<file path="config.mk">
export PLATFORM = sky130hd
export DESIGN_NAME = i2sf_status
export DESIGN_NICKNAME = d
export VERILOG_FILES = /design/src/core/i2sf_pkg.sv /design/src/core/i2sf_sync.sv /design/src/core/i2sf_status.sv
export SDC_FILE = /design/constraint.sdc
export NUM_CORES = 1
export LEC_CHECK = 0
export BUFFER_PORTS_ARGS = -buffer_cell sky130_fd_sc_hd__buf_2
export CAP_MARGIN = 20
export CORE_ASPECT_RATIO = 1.25
export CORE_MARGIN = 1.5
export CORE_UTILIZATION = 52
export CTS_CLUSTER_SIZE = 28
export DETAILED_ROUTE_END_ITERATION = 10
export HOLD_SLACK_MARGIN = 0.1
export PLACE_DENSITY_LB_ADDON = 0.08
export SLEW_MARGIN = 20
export SYNTH_ARGS = -nofsm -noshare
export SYNTH_HDL_FRONTEND = slang
export SYNTH_SLANG_ARGS = --single-unit
</file>
<file path="constraint.sdc">
create_clock -name core_clk -period 2.08 [get_ports core_clk]
set_input_delay 0.416 -clock core_clk [delete_from_list [all_inputs] [get_ports core_clk]]
set_output_delay 0.416 -clock core_clk [all_outputs]
set_load 0.005 [all_outputs]
</file>
<file path="src/core/i2sf_pkg.sv">
// Constants and types shared by the I2C status-flag block
// Summary of operation
// - Bus status register is read only, as a whole byte or single bits.
// - Reset clears every bit of the bus status register.
// - Bit order 7..0: master, arb lost, ext code, match, dir, ack, start, stop.
// - Master-active flag sets when this device generates a start condition.
// - Master-active clears on stop, arb loss, release, enable off, reset.
// - Arbitration loss sets arb-lost flag and clears master-active flag.
// - Arb-lost clears on status read, enable falling, and reset.
// - Single-bit access to any other status bit also clears arb-lost.
// - Eighth clock of address byte sets ext-code when top nibble 0000 or 1111.
// - Ext-code clears on start, stop, release, enable falling, reset.
// - Eighth clock sets address-match when address equals local slave address.
// - Address-match clears on start, stop, release, enable falling, reset.
// - With direction flag zero the data line is released, high impedance, except while this device generates a start.
package i2sf_pkg;

  localparam int          IDX_W          = 28;
  // Status index as printed; byte address is four times the index
  localparam logic [27:0] STATUS_IDX     = 28'hFFFFD86;
  localparam logic [27:0] CTRL_IDX       = 28'hFFFFD90;
  localparam logic [27:0] SVA_IDX        = 28'hFFFFD91;
  localparam logic [27:0] INT_STAT_IDX   = 28'hFFFFD92;
  localparam logic [27:0] INT_MASK_IDX   = 28'hFFFFD93;
  localparam logic [27:0] BIT_VIEW_IDX   = 28'hFFFFD98;
  localparam logic [7:0]  STATUS_RESET   = 8'h00;
  localparam logic [7:0]  SVA_RESET      = 8'h00;
  localparam logic [3:0]  INT_RESET      = 4'h0;

  // Status bit positions
  localparam int          ST_MASTER      = 7;
  localparam int          ST_ARB_LOST    = 6;
  localparam int          ST_EXT_CODE    = 5;
  localparam int          ST_ADDR_MATCH  = 4;
  localparam int          ST_DIR         = 3;
  localparam int          ST_ACK         = 2;
  localparam int          ST_START       = 1;
  localparam int          ST_STOP        = 0;

  // Control bit positions
  localparam int          CT_ENABLE      = 0;
  localparam int          CT_START_TRIG  = 1;
  localparam int          CT_RELEASE     = 2;

  // Interrupt status and mask bit positions
  localparam int          IN_START       = 0;
  localparam int          IN_STOP        = 1;
  localparam int          IN_ARB_LOST    = 2;
  localparam int          IN_ADDR_MATCH  = 3;

  localparam logic [3:0]  BIT_ADDR_LAST  = 4'h8;
  localparam logic [3:0]  BIT_ACK        = 4'h9;
  localparam logic [3:0]  EXT_LOW        = 4'h0;
  localparam logic [3:0]  EXT_HIGH       = 4'hF;

  typedef enum logic [1:0] {
    I2SF_GEN_IDLE  = 2'b01,
    I2SF_GEN_DRIVE = 2'b10
  } i2sf_gen_t;

endpackage : i2sf_pkg

</file>
<file path="src/core/i2sf_sync.sv">
// Two-flop synchroniser for pins sampled by the core clock
`timescale 1ns/1ps
`default_nettype none
module i2sf_sync #(
  parameter int          WIDTH = 2,
  parameter logic [1:0]  INIT  = 2'h3
) (
  input  wire logic             clk,
  input  wire logic             rst_n,
  input  wire logic [WIDTH-1:0] d,
  output logic      [WIDTH-1:0] q
);

  logic [WIDTH-1:0] meta_q;

  // Idle bus lines are high, so the flops reset high to avoid a false edge
  always_ff @(posedge clk or negedge rst_n) begin
    if (!rst_n) begin
      meta_q <= {WIDTH{INIT[0]}};
      q      <= {WIDTH{INIT[0]}};
    end else begin
      meta_q <= d;
      q      <= meta_q;
    end
  end

endmodule : i2sf_sync
`default_nettype wire

</file>
<file path="src/core/i2sf_status.sv">
// I2C bus status flags with APB register access and interrupt
`timescale 1ns/1ps
`default_nettype none
module i2sf_status (
  input  wire logic        core_clk,
  input  wire logic        rst_b,
  input  wire logic        psel,
  input  wire logic        penable,
  input  wire logic        pwrite,
  input  wire logic [31:0] paddr,
  input  wire logic [31:0] pwdata,
  output logic      [31:0] prdata,
  output logic             pready,
  output logic             pslverr,
  input  wire logic        scl_in,
  input  wire logic        serial_data_line_in,
  output logic             serial_data_line_out,
  output logic             serial_data_line_oe,
  input  wire logic        tx_bit,
  output logic             irq
);

  typedef struct packed {
    logic            enable;
    logic            start_trig;
    logic [7:0]      sva;
    logic            master_active_flag;
    logic            arbitration_lost_flag;
    logic            extension_code_flag;
    logic            address_match_flag;
    logic            transmit_receive_direction;
    logic            acknowledge_detected_flag;
    logic            start_detected_flag;
    logic            stop_detected_flag;
    logic            scl_prev;
    logic            sda_prev;
    logic            busy;
    logic [3:0]      bit_cnt;
    logic [7:0]      shift;
    logic            first_byte;
    logic            read_req;
    i2sf_pkg::i2sf_gen_t gen;
    logic [3:0]      int_stat;
    logic [3:0]      int_mask;
    logic [31:0]     rdata;
    logic            rd_err;
    logic            ald_seen;
  } i2sf_state_t;

  i2sf_state_t s_q;
  i2sf_state_t s_d;
  logic [1:0]  rst_sync_q;
  logic        rst_n;
  logic [1:0]  pins_s;
  logic        scl_s;
  logic        sda_s;

  // Reset asserts at once and releases through two flops
  always_ff @(posedge core_clk or negedge rst_b) begin
    if (!rst_b) begin
      rst_sync_q <= 2'h0;
    end else begin
      rst_sync_q <= {rst_sync_q[0], 1'b1};
    end
  end
  assign rst_n = rst_sync_q[1];

  i2sf_sync #(
    .WIDTH (2),
    .INIT  (2'h3)
  ) u_pin_sync (
    .clk   (core_clk),
    .rst_n (rst_n),
    .d     ({scl_in, serial_data_line_in}),
    .q     (pins_s)
  );
  assign scl_s = pins_s[1];
  assign sda_s = pins_s[0];

  function automatic logic hit(input logic [31:0] addr, input logic [27:0] idx);
    hit = (addr == {2'h0, idx, 2'h0});
  endfunction : hit

  function automatic logic [7:0] status_byte(input i2sf_state_t s);
    status_byte = {s.master_active_flag, s.arbitration_lost_flag,
                   s.extension_code_flag, s.address_match_flag,
                   s.transmit_receive_direction, s.acknowledge_detected_flag,
                   s.start_detected_flag, s.stop_detected_flag};
  endfunction : status_byte

  logic       setup_ph;
  logic       access_ph;
  logic       wr_acc;
  logic       rd_acc;
  logic       bit_view;
  logic       mapped;
  logic       start_det;
  logic       stop_det;
  logic       scl_rise;
  logic       scl_fall;
  logic       release_cmd;
  logic       en_fall;
  logic       arb_lost;
  logic       own_start;
  logic       byte_done;
  logic       ack_edge;
  logic       comm_clear;
  logic [3:0] int_evt;
  logic [7:0] st_byte;

  assign setup_ph  = psel & ~penable;
  assign access_ph = psel & penable;
  assign pready    = access_ph;
  assign st_byte   = status_byte(s_q);
  assign wr_acc    = access_ph & pwrite;
  assign rd_acc    = access_ph & ~pwrite;
  assign bit_view  = (paddr[31:5] == {2'h0, i2sf_pkg::BIT_VIEW_IDX[27:3]}) && (paddr[1:0] == 2'h0);
  assign mapped    = hit(paddr, i2sf_pkg::STATUS_IDX) | hit(paddr, i2sf_pkg::CTRL_IDX)
                   | hit(paddr, i2sf_pkg::SVA_IDX) | hit(paddr, i2sf_pkg::INT_STAT_IDX)
                   | hit(paddr, i2sf_pkg::INT_MASK_IDX) | bit_view;

  // Bus conditions seen on the synchronised lines, only while enabled
  assign scl_rise  = s_q.enable & ~s_q.scl_prev & scl_s;
  assign scl_fall  = s_q.enable & s_q.scl_prev & ~scl_s;
  assign start_det = s_q.enable & s_q.scl_prev & scl_s & s_q.sda_prev & ~sda_s;
  assign stop_det  = s_q.enable & s_q.scl_prev & scl_s & ~s_q.sda_prev & sda_s;

  assign release_cmd = wr_acc & hit(paddr, i2sf_pkg::CTRL_IDX) & pwdata[i2sf_pkg::CT_RELEASE];
  assign en_fall     = s_q.enable & wr_acc & hit(paddr, i2sf_pkg::CTRL_IDX) & ~pwdata[i2sf_pkg::CT_ENABLE];
  assign comm_clear  = release_cmd | en_fall;
  assign own_start   = start_det & (s_q.gen == i2sf_pkg::I2SF_GEN_DRIVE);

  // A master sending a one that samples zero has lost the bus
  assign arb_lost  = scl_rise & s_q.master_active_flag & s_q.transmit_receive_direction
                   & tx_bit & ~sda_s & (s_q.bit_cnt != (i2sf_pkg::BIT_ACK - 4'h1));
  assign byte_done = scl_rise & s_q.busy & (s_q.bit_cnt == i2sf_pkg::BIT_ADDR_LAST - 4'h1);
  assign ack_edge  = scl_rise & s_q.busy & (s_q.bit_cnt == i2sf_pkg::BIT_ACK - 4'h1);

  always_comb begin
    s_d          = s_q;
    s_d.scl_prev = scl_s;
    s_d.sda_prev = sda_s;

    // Control writes; the status register takes no writes
    if (wr_acc && hit(paddr, i2sf_pkg::CTRL_IDX)) begin
      s_d.enable = pwdata[i2sf_pkg::CT_ENABLE];
      if (pwdata[i2sf_pkg::CT_START_TRIG]) begin
        s_d.start_trig = 1'b1;
      end
    end
    if (wr_acc && hit(paddr, i2sf_pkg::SVA_IDX)) begin
      s_d.sva = pwdata[7:0];
    end
    if (wr_acc && hit(paddr, i2sf_pkg::INT_MASK_IDX)) begin
      s_d.int_mask = pwdata[3:0];
    end

    // Bus framing and bit counting
    if (start_det) begin
      s_d.busy       = 1'b1;
      s_d.bit_cnt    = 4'h0;
      s_d.first_byte = 1'b1;
    end else if (stop_det || !s_q.enable) begin
      s_d.busy       = 1'b0;
      s_d.bit_cnt    = 4'h0;
      s_d.first_byte = 1'b0;
    end else if (scl_rise && s_q.busy) begin
      if (ack_edge) begin
        s_d.bit_cnt    = 4'h0;
        s_d.first_byte = 1'b0;
      end else begin
        s_d.bit_cnt = s_q.bit_cnt + 4'h1;
        s_d.shift   = {s_q.shift[6:0], sda_s};
      end
    end

    // Start generation: hold the data line low until the clock falls
    unique case (s_q.gen)
      i2sf_pkg::I2SF_GEN_IDLE: begin
        if (s_q.enable && s_q.start_trig && !s_q.busy && scl_s) begin
          s_d.gen = i2sf_pkg::I2SF_GEN_DRIVE;
        end
      end
      i2sf_pkg::I2SF_GEN_DRIVE: begin
        if (scl_fall || !s_q.enable || release_cmd) begin
          s_d.gen = i2sf_pkg::I2SF_GEN_IDLE;
        end
      end
    endcase
    if (own_start || arb_lost || comm_clear) begin
      s_d.start_trig = 1'b0;
    end

    // Start and stop detected flags
    if (start_det) begin
      s_d.start_detected_flag = 1'b1;
      s_d.stop_detected_flag  = 1'b0;
    end else if (stop_det) begin
      s_d.start_detected_flag = 1'b0;
      s_d.stop_detected_flag  = 1'b1;
    end
    if (comm_clear) begin
      s_d.start_detected_flag = 1'b0;
    end
    if (en_fall) begin
      s_d.stop_detected_flag = 1'b0;
    end

    // Master-active
    if (stop_det || arb_lost || comm_clear) begin
      s_d.master_active_flag = 1'b0;
    end else if (own_start) begin
      s_d.master_active_flag = 1'b1;
    end

    // Extension code and address match, cleared by framing or release
    if (start_det || stop_det || comm_clear) begin
      s_d.extension_code_flag = 1'b0;
      s_d.address_match_flag  = 1'b0;
    end
    if (byte_done && s_q.first_byte) begin
      if (s_q.shift[6:3] == i2sf_pkg::EXT_LOW
          || s_q.shift[6:3] == i2sf_pkg::EXT_HIGH) begin
        s_d.extension_code_flag = 1'b1;
      end
      if ({s_q.shift[6:0]} == s_q.sva[7:1]) begin
        s_d.address_match_flag = 1'b1;
      end
      s_d.read_req = sda_s;
    end

    // Direction: master sends its address, then follows the read bit
    if (start_det || stop_det || comm_clear || arb_lost) begin
      s_d.transmit_receive_direction = own_start;
    end else if (ack_edge && s_q.first_byte) begin
      if (s_q.master_active_flag) begin
        s_d.transmit_receive_direction = ~s_q.read_req;
      end else begin
        s_d.transmit_receive_direction = s_q.address_match_flag & s_q.read_req;
      end
    end

    // Acknowledge seen on the ninth clock
    if (start_det || stop_det || comm_clear) begin
      s_d.acknowledge_detected_flag = 1'b0;
    end else if (ack_edge) begin
      s_d.acknowledge_detected_flag = ~sda_s;
    end

    // Read data captured in the setup phase
    if (setup_ph) begin
      s_d.rdata    = 32'h0000_0000;
      s_d.rd_err   = ~mapped;
      s_d.ald_seen = 1'b0;
      if (hit(paddr, i2sf_pkg::STATUS_IDX)) begin
        s_d.rdata    = {24'h00_0000, status_byte(s_q)};
        s_d.ald_seen = s_q.arbitration_lost_flag;
      end else if (bit_view) begin
        s_d.rdata    = {31'h0000_0000, st_byte[paddr[4:2]]};
        s_d.ald_seen = s_q.arbitration_lost_flag;
      end else if (hit(paddr, i2sf_pkg::CTRL_IDX)) begin
        s_d.rdata = {29'h0000_0000, 1'b0, s_q.start_trig, s_q.enable};
      end else if (hit(paddr, i2sf_pkg::SVA_IDX)) begin
        s_d.rdata = {24'h00_0000, s_q.sva};
      end else if (hit(paddr, i2sf_pkg::INT_STAT_IDX)) begin
        s_d.rdata = {28'h000_0000, s_q.int_stat};
      end else if (hit(paddr, i2sf_pkg::INT_MASK_IDX)) begin
        s_d.rdata = {28'h000_0000, s_q.int_mask};
      end
    end

    // Arb-lost: cleared only if it was shown, so a fresh loss survives
    if (rd_acc && (hit(paddr, i2sf_pkg::STATUS_IDX) || bit_view) && s_q.ald_seen) begin
      s_d.arbitration_lost_flag = 1'b0;
    end
    if (en_fall) begin
      s_d.arbitration_lost_flag = 1'b0;
    end
    if (arb_lost) begin
      s_d.arbitration_lost_flag = 1'b1;
    end

    // Sticky interrupt causes; read clears what was shown, new events win
    if (rd_acc && hit(paddr, i2sf_pkg::INT_STAT_IDX)) begin
      s_d.int_stat = s_q.int_stat & ~s_q.rdata[3:0];
    end
    s_d.int_stat = s_d.int_stat | int_evt;
  end

  always_comb begin
    int_evt = 4'h0;
    int_evt[i2sf_pkg::IN_START]      = start_det;
    int_evt[i2sf_pkg::IN_STOP]       = stop_det;
    int_evt[i2sf_pkg::IN_ARB_LOST]   = arb_lost;
    int_evt[i2sf_pkg::IN_ADDR_MATCH] = byte_done & s_q.first_byte & (s_q.shift[6:0] == s_q.sva[7:1]);
  end

  always_ff @(posedge core_clk or negedge rst_n) begin
    if (!rst_n) begin
      s_q                            <= '0;
      s_q.sva                        <= i2sf_pkg::SVA_RESET;
      s_q.scl_prev                   <= 1'b1;
      s_q.sda_prev                   <= 1'b1;
      s_q.gen                        <= i2sf_pkg::I2SF_GEN_IDLE;
      s_q.int_stat                   <= i2sf_pkg::INT_RESET;
      s_q.int_mask                   <= i2sf_pkg::INT_RESET;
    end else begin
      s_q <= s_d;
    end
  end

  assign prdata  = s_q.rdata;
  assign pslverr = access_ph & s_q.rd_err;
  assign irq     = |(s_q.int_stat & s_q.int_mask);

  // Open drain: only ever pull low; released whenever not transmitting or generating a start
  assign serial_data_line_out = 1'b0;
  assign serial_data_line_oe  = (s_q.gen == i2sf_pkg::I2SF_GEN_DRIVE)
                              | (s_q.transmit_receive_direction & ~tx_bit & s_q.busy
                                 & ~scl_s);

endmodule : i2sf_status
`default_nettype wire

</file>
==> impl_metrics.yaml <==
place:
  hpwlAfterDp_mm: 5.939
  place.gp.congestion: 0.9149
  dpl_cell_area_mm2: 0.003865
  port-buffer-count: 59
finish:
  final_util_pct: 63.20
  nNetsFinal: 475
  final_cell_mix: "59 x buf_2, 52 x dfrtp_1, 26 x conb_1"
  stdcell_area_mm2: 0.004123
  fillCellCount: 570
  area_growth_pct: 18.10
  drive_gt1_share_pct: 36.21
  diodes: 0
  mostFrequentLayoutCell: "buf_2"
global_routing:
  grt_first_pass_wirelength_mm: 13.39
  grtUsageTotal_pct: 23.94
  grt-ovfl-total: 0
  grt_pass1_vias: 2720
  antenna_found_initial: 0
  grt_max_degree: 45
floorplan:
  die-area_mm2: 0.007217
  core_mm2: 0.006524
  initial_core_util_pct: 53.51
  die_x_um: 76.29
  ios: 109
  die_h_um: 94.61
  rows: 33
setup_path:
  path_class: "input pin to register"
  crit_path_start: "paddr[30]"
  end_kind: "register"
  crit_required_ns: 2.31
  r2r_cells: 6
  cp_max_fo: 7
  crit_path_start_kind: "input pin"
  critPathArrivalTime_ns: 2.05
  r2r_start: "s_q[54]$_DFFE_PN0P_"
sta:
  rsz0062_at_grt: "false"
  final_hold_viol_count: 0
  slew_violations: 0
  fmax_mhz: 547.1
  finalSetupViolCount: 0
  finalCriticalPeriod_ns: 1.828
  fin_crit_sh_pct: 87.87
  final.setup_skew_ns: 0.009003
synth:
  synthTopCellsByArea: "dfrtp_1 38%, mux2_2 7.7%, buf_4 7.1%, dfstp_2 5.3%, inv_1 2.2%"
  synth_edf_count: 0
  synth-seq-cells: 60
  synth_top_family_by_area: "simple AND/OR/NAND/NOR gates"
  yosys.area_share.simple_pct: 20.82
  synthMuxAreaShare_pct: 10.54
  synth-async-reset-ratio_pct: 100.0
  ys.flop_type: "dfrtp_1"
  synth_area_leader_cell: "dfrtp_1"
  synthAdderAreaFrac_pct: 0.7168
  yosys.area.top_type_share_pct: 37.99
  ys_seq_area_share_pct: 43.26
  avgSynthCellArea_um2: 10.51
  synth_compound_area_share_pct: 11.83
  yosys_warnings: 0
  synthXorXnorAreaFrac_pct: 1.756
  netlist_instances: 332
  syn-cell-area_mm2: 0.003491
  ys_types: 63
pwr:
  leakage_uw: 0.002007
  powerDensity_mw_per_mm2: 639.2
  peakVddDrop_mv: 0.4877
  power.total_uw: 2635
clock_network:
  cts_max_path_buffers: 2
  path_clk_slew_ns: 0.08
  htree_levels: 3
  cts_resized: 0
  cts_sinks: 60
  clock_latency_ns: 0.33
  cts_buffers: 9
  root_buffer: "clkbuf_8"
  cts_tree: "yes"
routing:
  drt_iter0_drc: 170
  wl_per_cell_um: 16.14
  routed_wl_mm: 7.957
  drc: 0
  viasPerCell: 5.602
  firstDrtPassIters: 4
  vias: 2762
  antenna_left: 0
status:
  status: "complete, no violations"
worst_hold_path:
  hold_class: "register to asynchronous set/reset pin"
flow_run:
  maxCapViolations: 0
-- through the flow --
step	setup WS, ns	instances	TNS, ns	hold slack (ns)
2_1_floorplan	0.1197	356	0	0.1204
3_3_place_gp	-0.03620	476	-0.1684	0.1759
3_5_place_dp	-0.09684	476	-0.3392	0.1786
4_1_cts	0.2598	493	0	0.1644
5_1_grt	0.1635	493	0	0.1514
6_report	0.2523	493	0	0.1681
-- worst paths after layout --
check | endpoint | slack [ns]
max in group asynchronous | s_q[68]$_DFFE_PN0P_ | 1.37
min in group core_clk | u_pin_sync.meta_q[0]$_DFF_PN1_ | 0.17
min | s_q[46]$_DFFE_PN0P_ | 0.17
min reg2reg | s_q[46]$_DFFE_PN0P_ | 0.17
max reg2reg | s_q[50]$_DFFE_PN0P_ | 0.26
max | prdata[6]$_DFFE_PN0P_ | 0.25
-- where the power goes --
| group | internal (uW) | switching (uW) |
|---|---|---|
| Combinational | 66.2 | 85.5 |
| Sequential | 1180 | 12.3 |
| Clock | 803 | 488 |
-- cell type report --
cell class / count / area [um^2] / share of cell area [%]
clock buffers: 9 / 123.9 / 3.005
flip-flops and latches: 60 / 1511 / 36.66
inverters: 20 / 75.07 / 1.821
well taps: 87 / 108.9 / 2.640
clock inverters: 7 / 123.9 / 3.005
repair buffers: 81 / 488.0 / 11.84
multi-input cells: 229 / 1692 / 41.03
-- timing repair --
item / in CTS / in global routing
hold endpoints to repair: 2 / 0
setup buffers: 0 / 0
hold buffers: 1 / 0
-- flip-flops by register name, summed over array words and instances, names as in the netlist --
signal,flops
prdata,8
rst_sync_q,2
u_pin_sync.meta_q,2
u_pin_sync.q,2
s_q,46
-- synth_stat cells, types with 3 or more instances --
master     n
nand3b_1   3
inv_1     20
nand2b_1   8
nand2_1   13
nand4_1    5
a211oi_1   3
buf_2      3
or4_1      3
nor2b_1    6
and2_1     3
o21ai_0   14
dfstp_2    7
clkbuf_1   9
dfrtp_1   53
mux2_2    24
xor2_1     7
mux2i_1    3
nor3_1     5
and4bb_2   3
nor4_1     8
nor2_1     7
and3_1     3
buf_4     33
o41ai_1    7
a22oi_1    5
a41oi_1    8
mux4_2     3
a21oi_1    3
nand3_1   14
-- worst max-delay path, stage by stage --
cell and delay, ns:
buf_2 0.09, and4bb_2 0.31, nand4bb_2 0.22, buf_4 0.23, or3_4 0.43, o41ai_1 0.37
-- cells by family (layout without fill, tap and decap cells) --
kind of cell | after synthesis | in the layout
multiplexers | 30 | 30
adder cells (fa/ha/maj) | 2 | 2
AND/OR/NAND/NOR | 107 | 107
XOR/XNOR | 7 | 7
AO/OA/AOI/OAI | 57 | 57
flip-flops | 60 | 60
other | 2 | 26
buffers and inverters | 67 | 117
-- metal layers --
layer  routed length (um)  part of all wire, %  up-vias  GRT usage [%]
li1                     -                    -     1315              -
met1                 3395                   43     1328          29.27
met2                 3914                   49      102          40.70
met3                  415                  5.2       17          5.217
met4                  232                  2.9        0          10.96
met5                    0                    0        -              0
(Power assumes the default switching activity.)
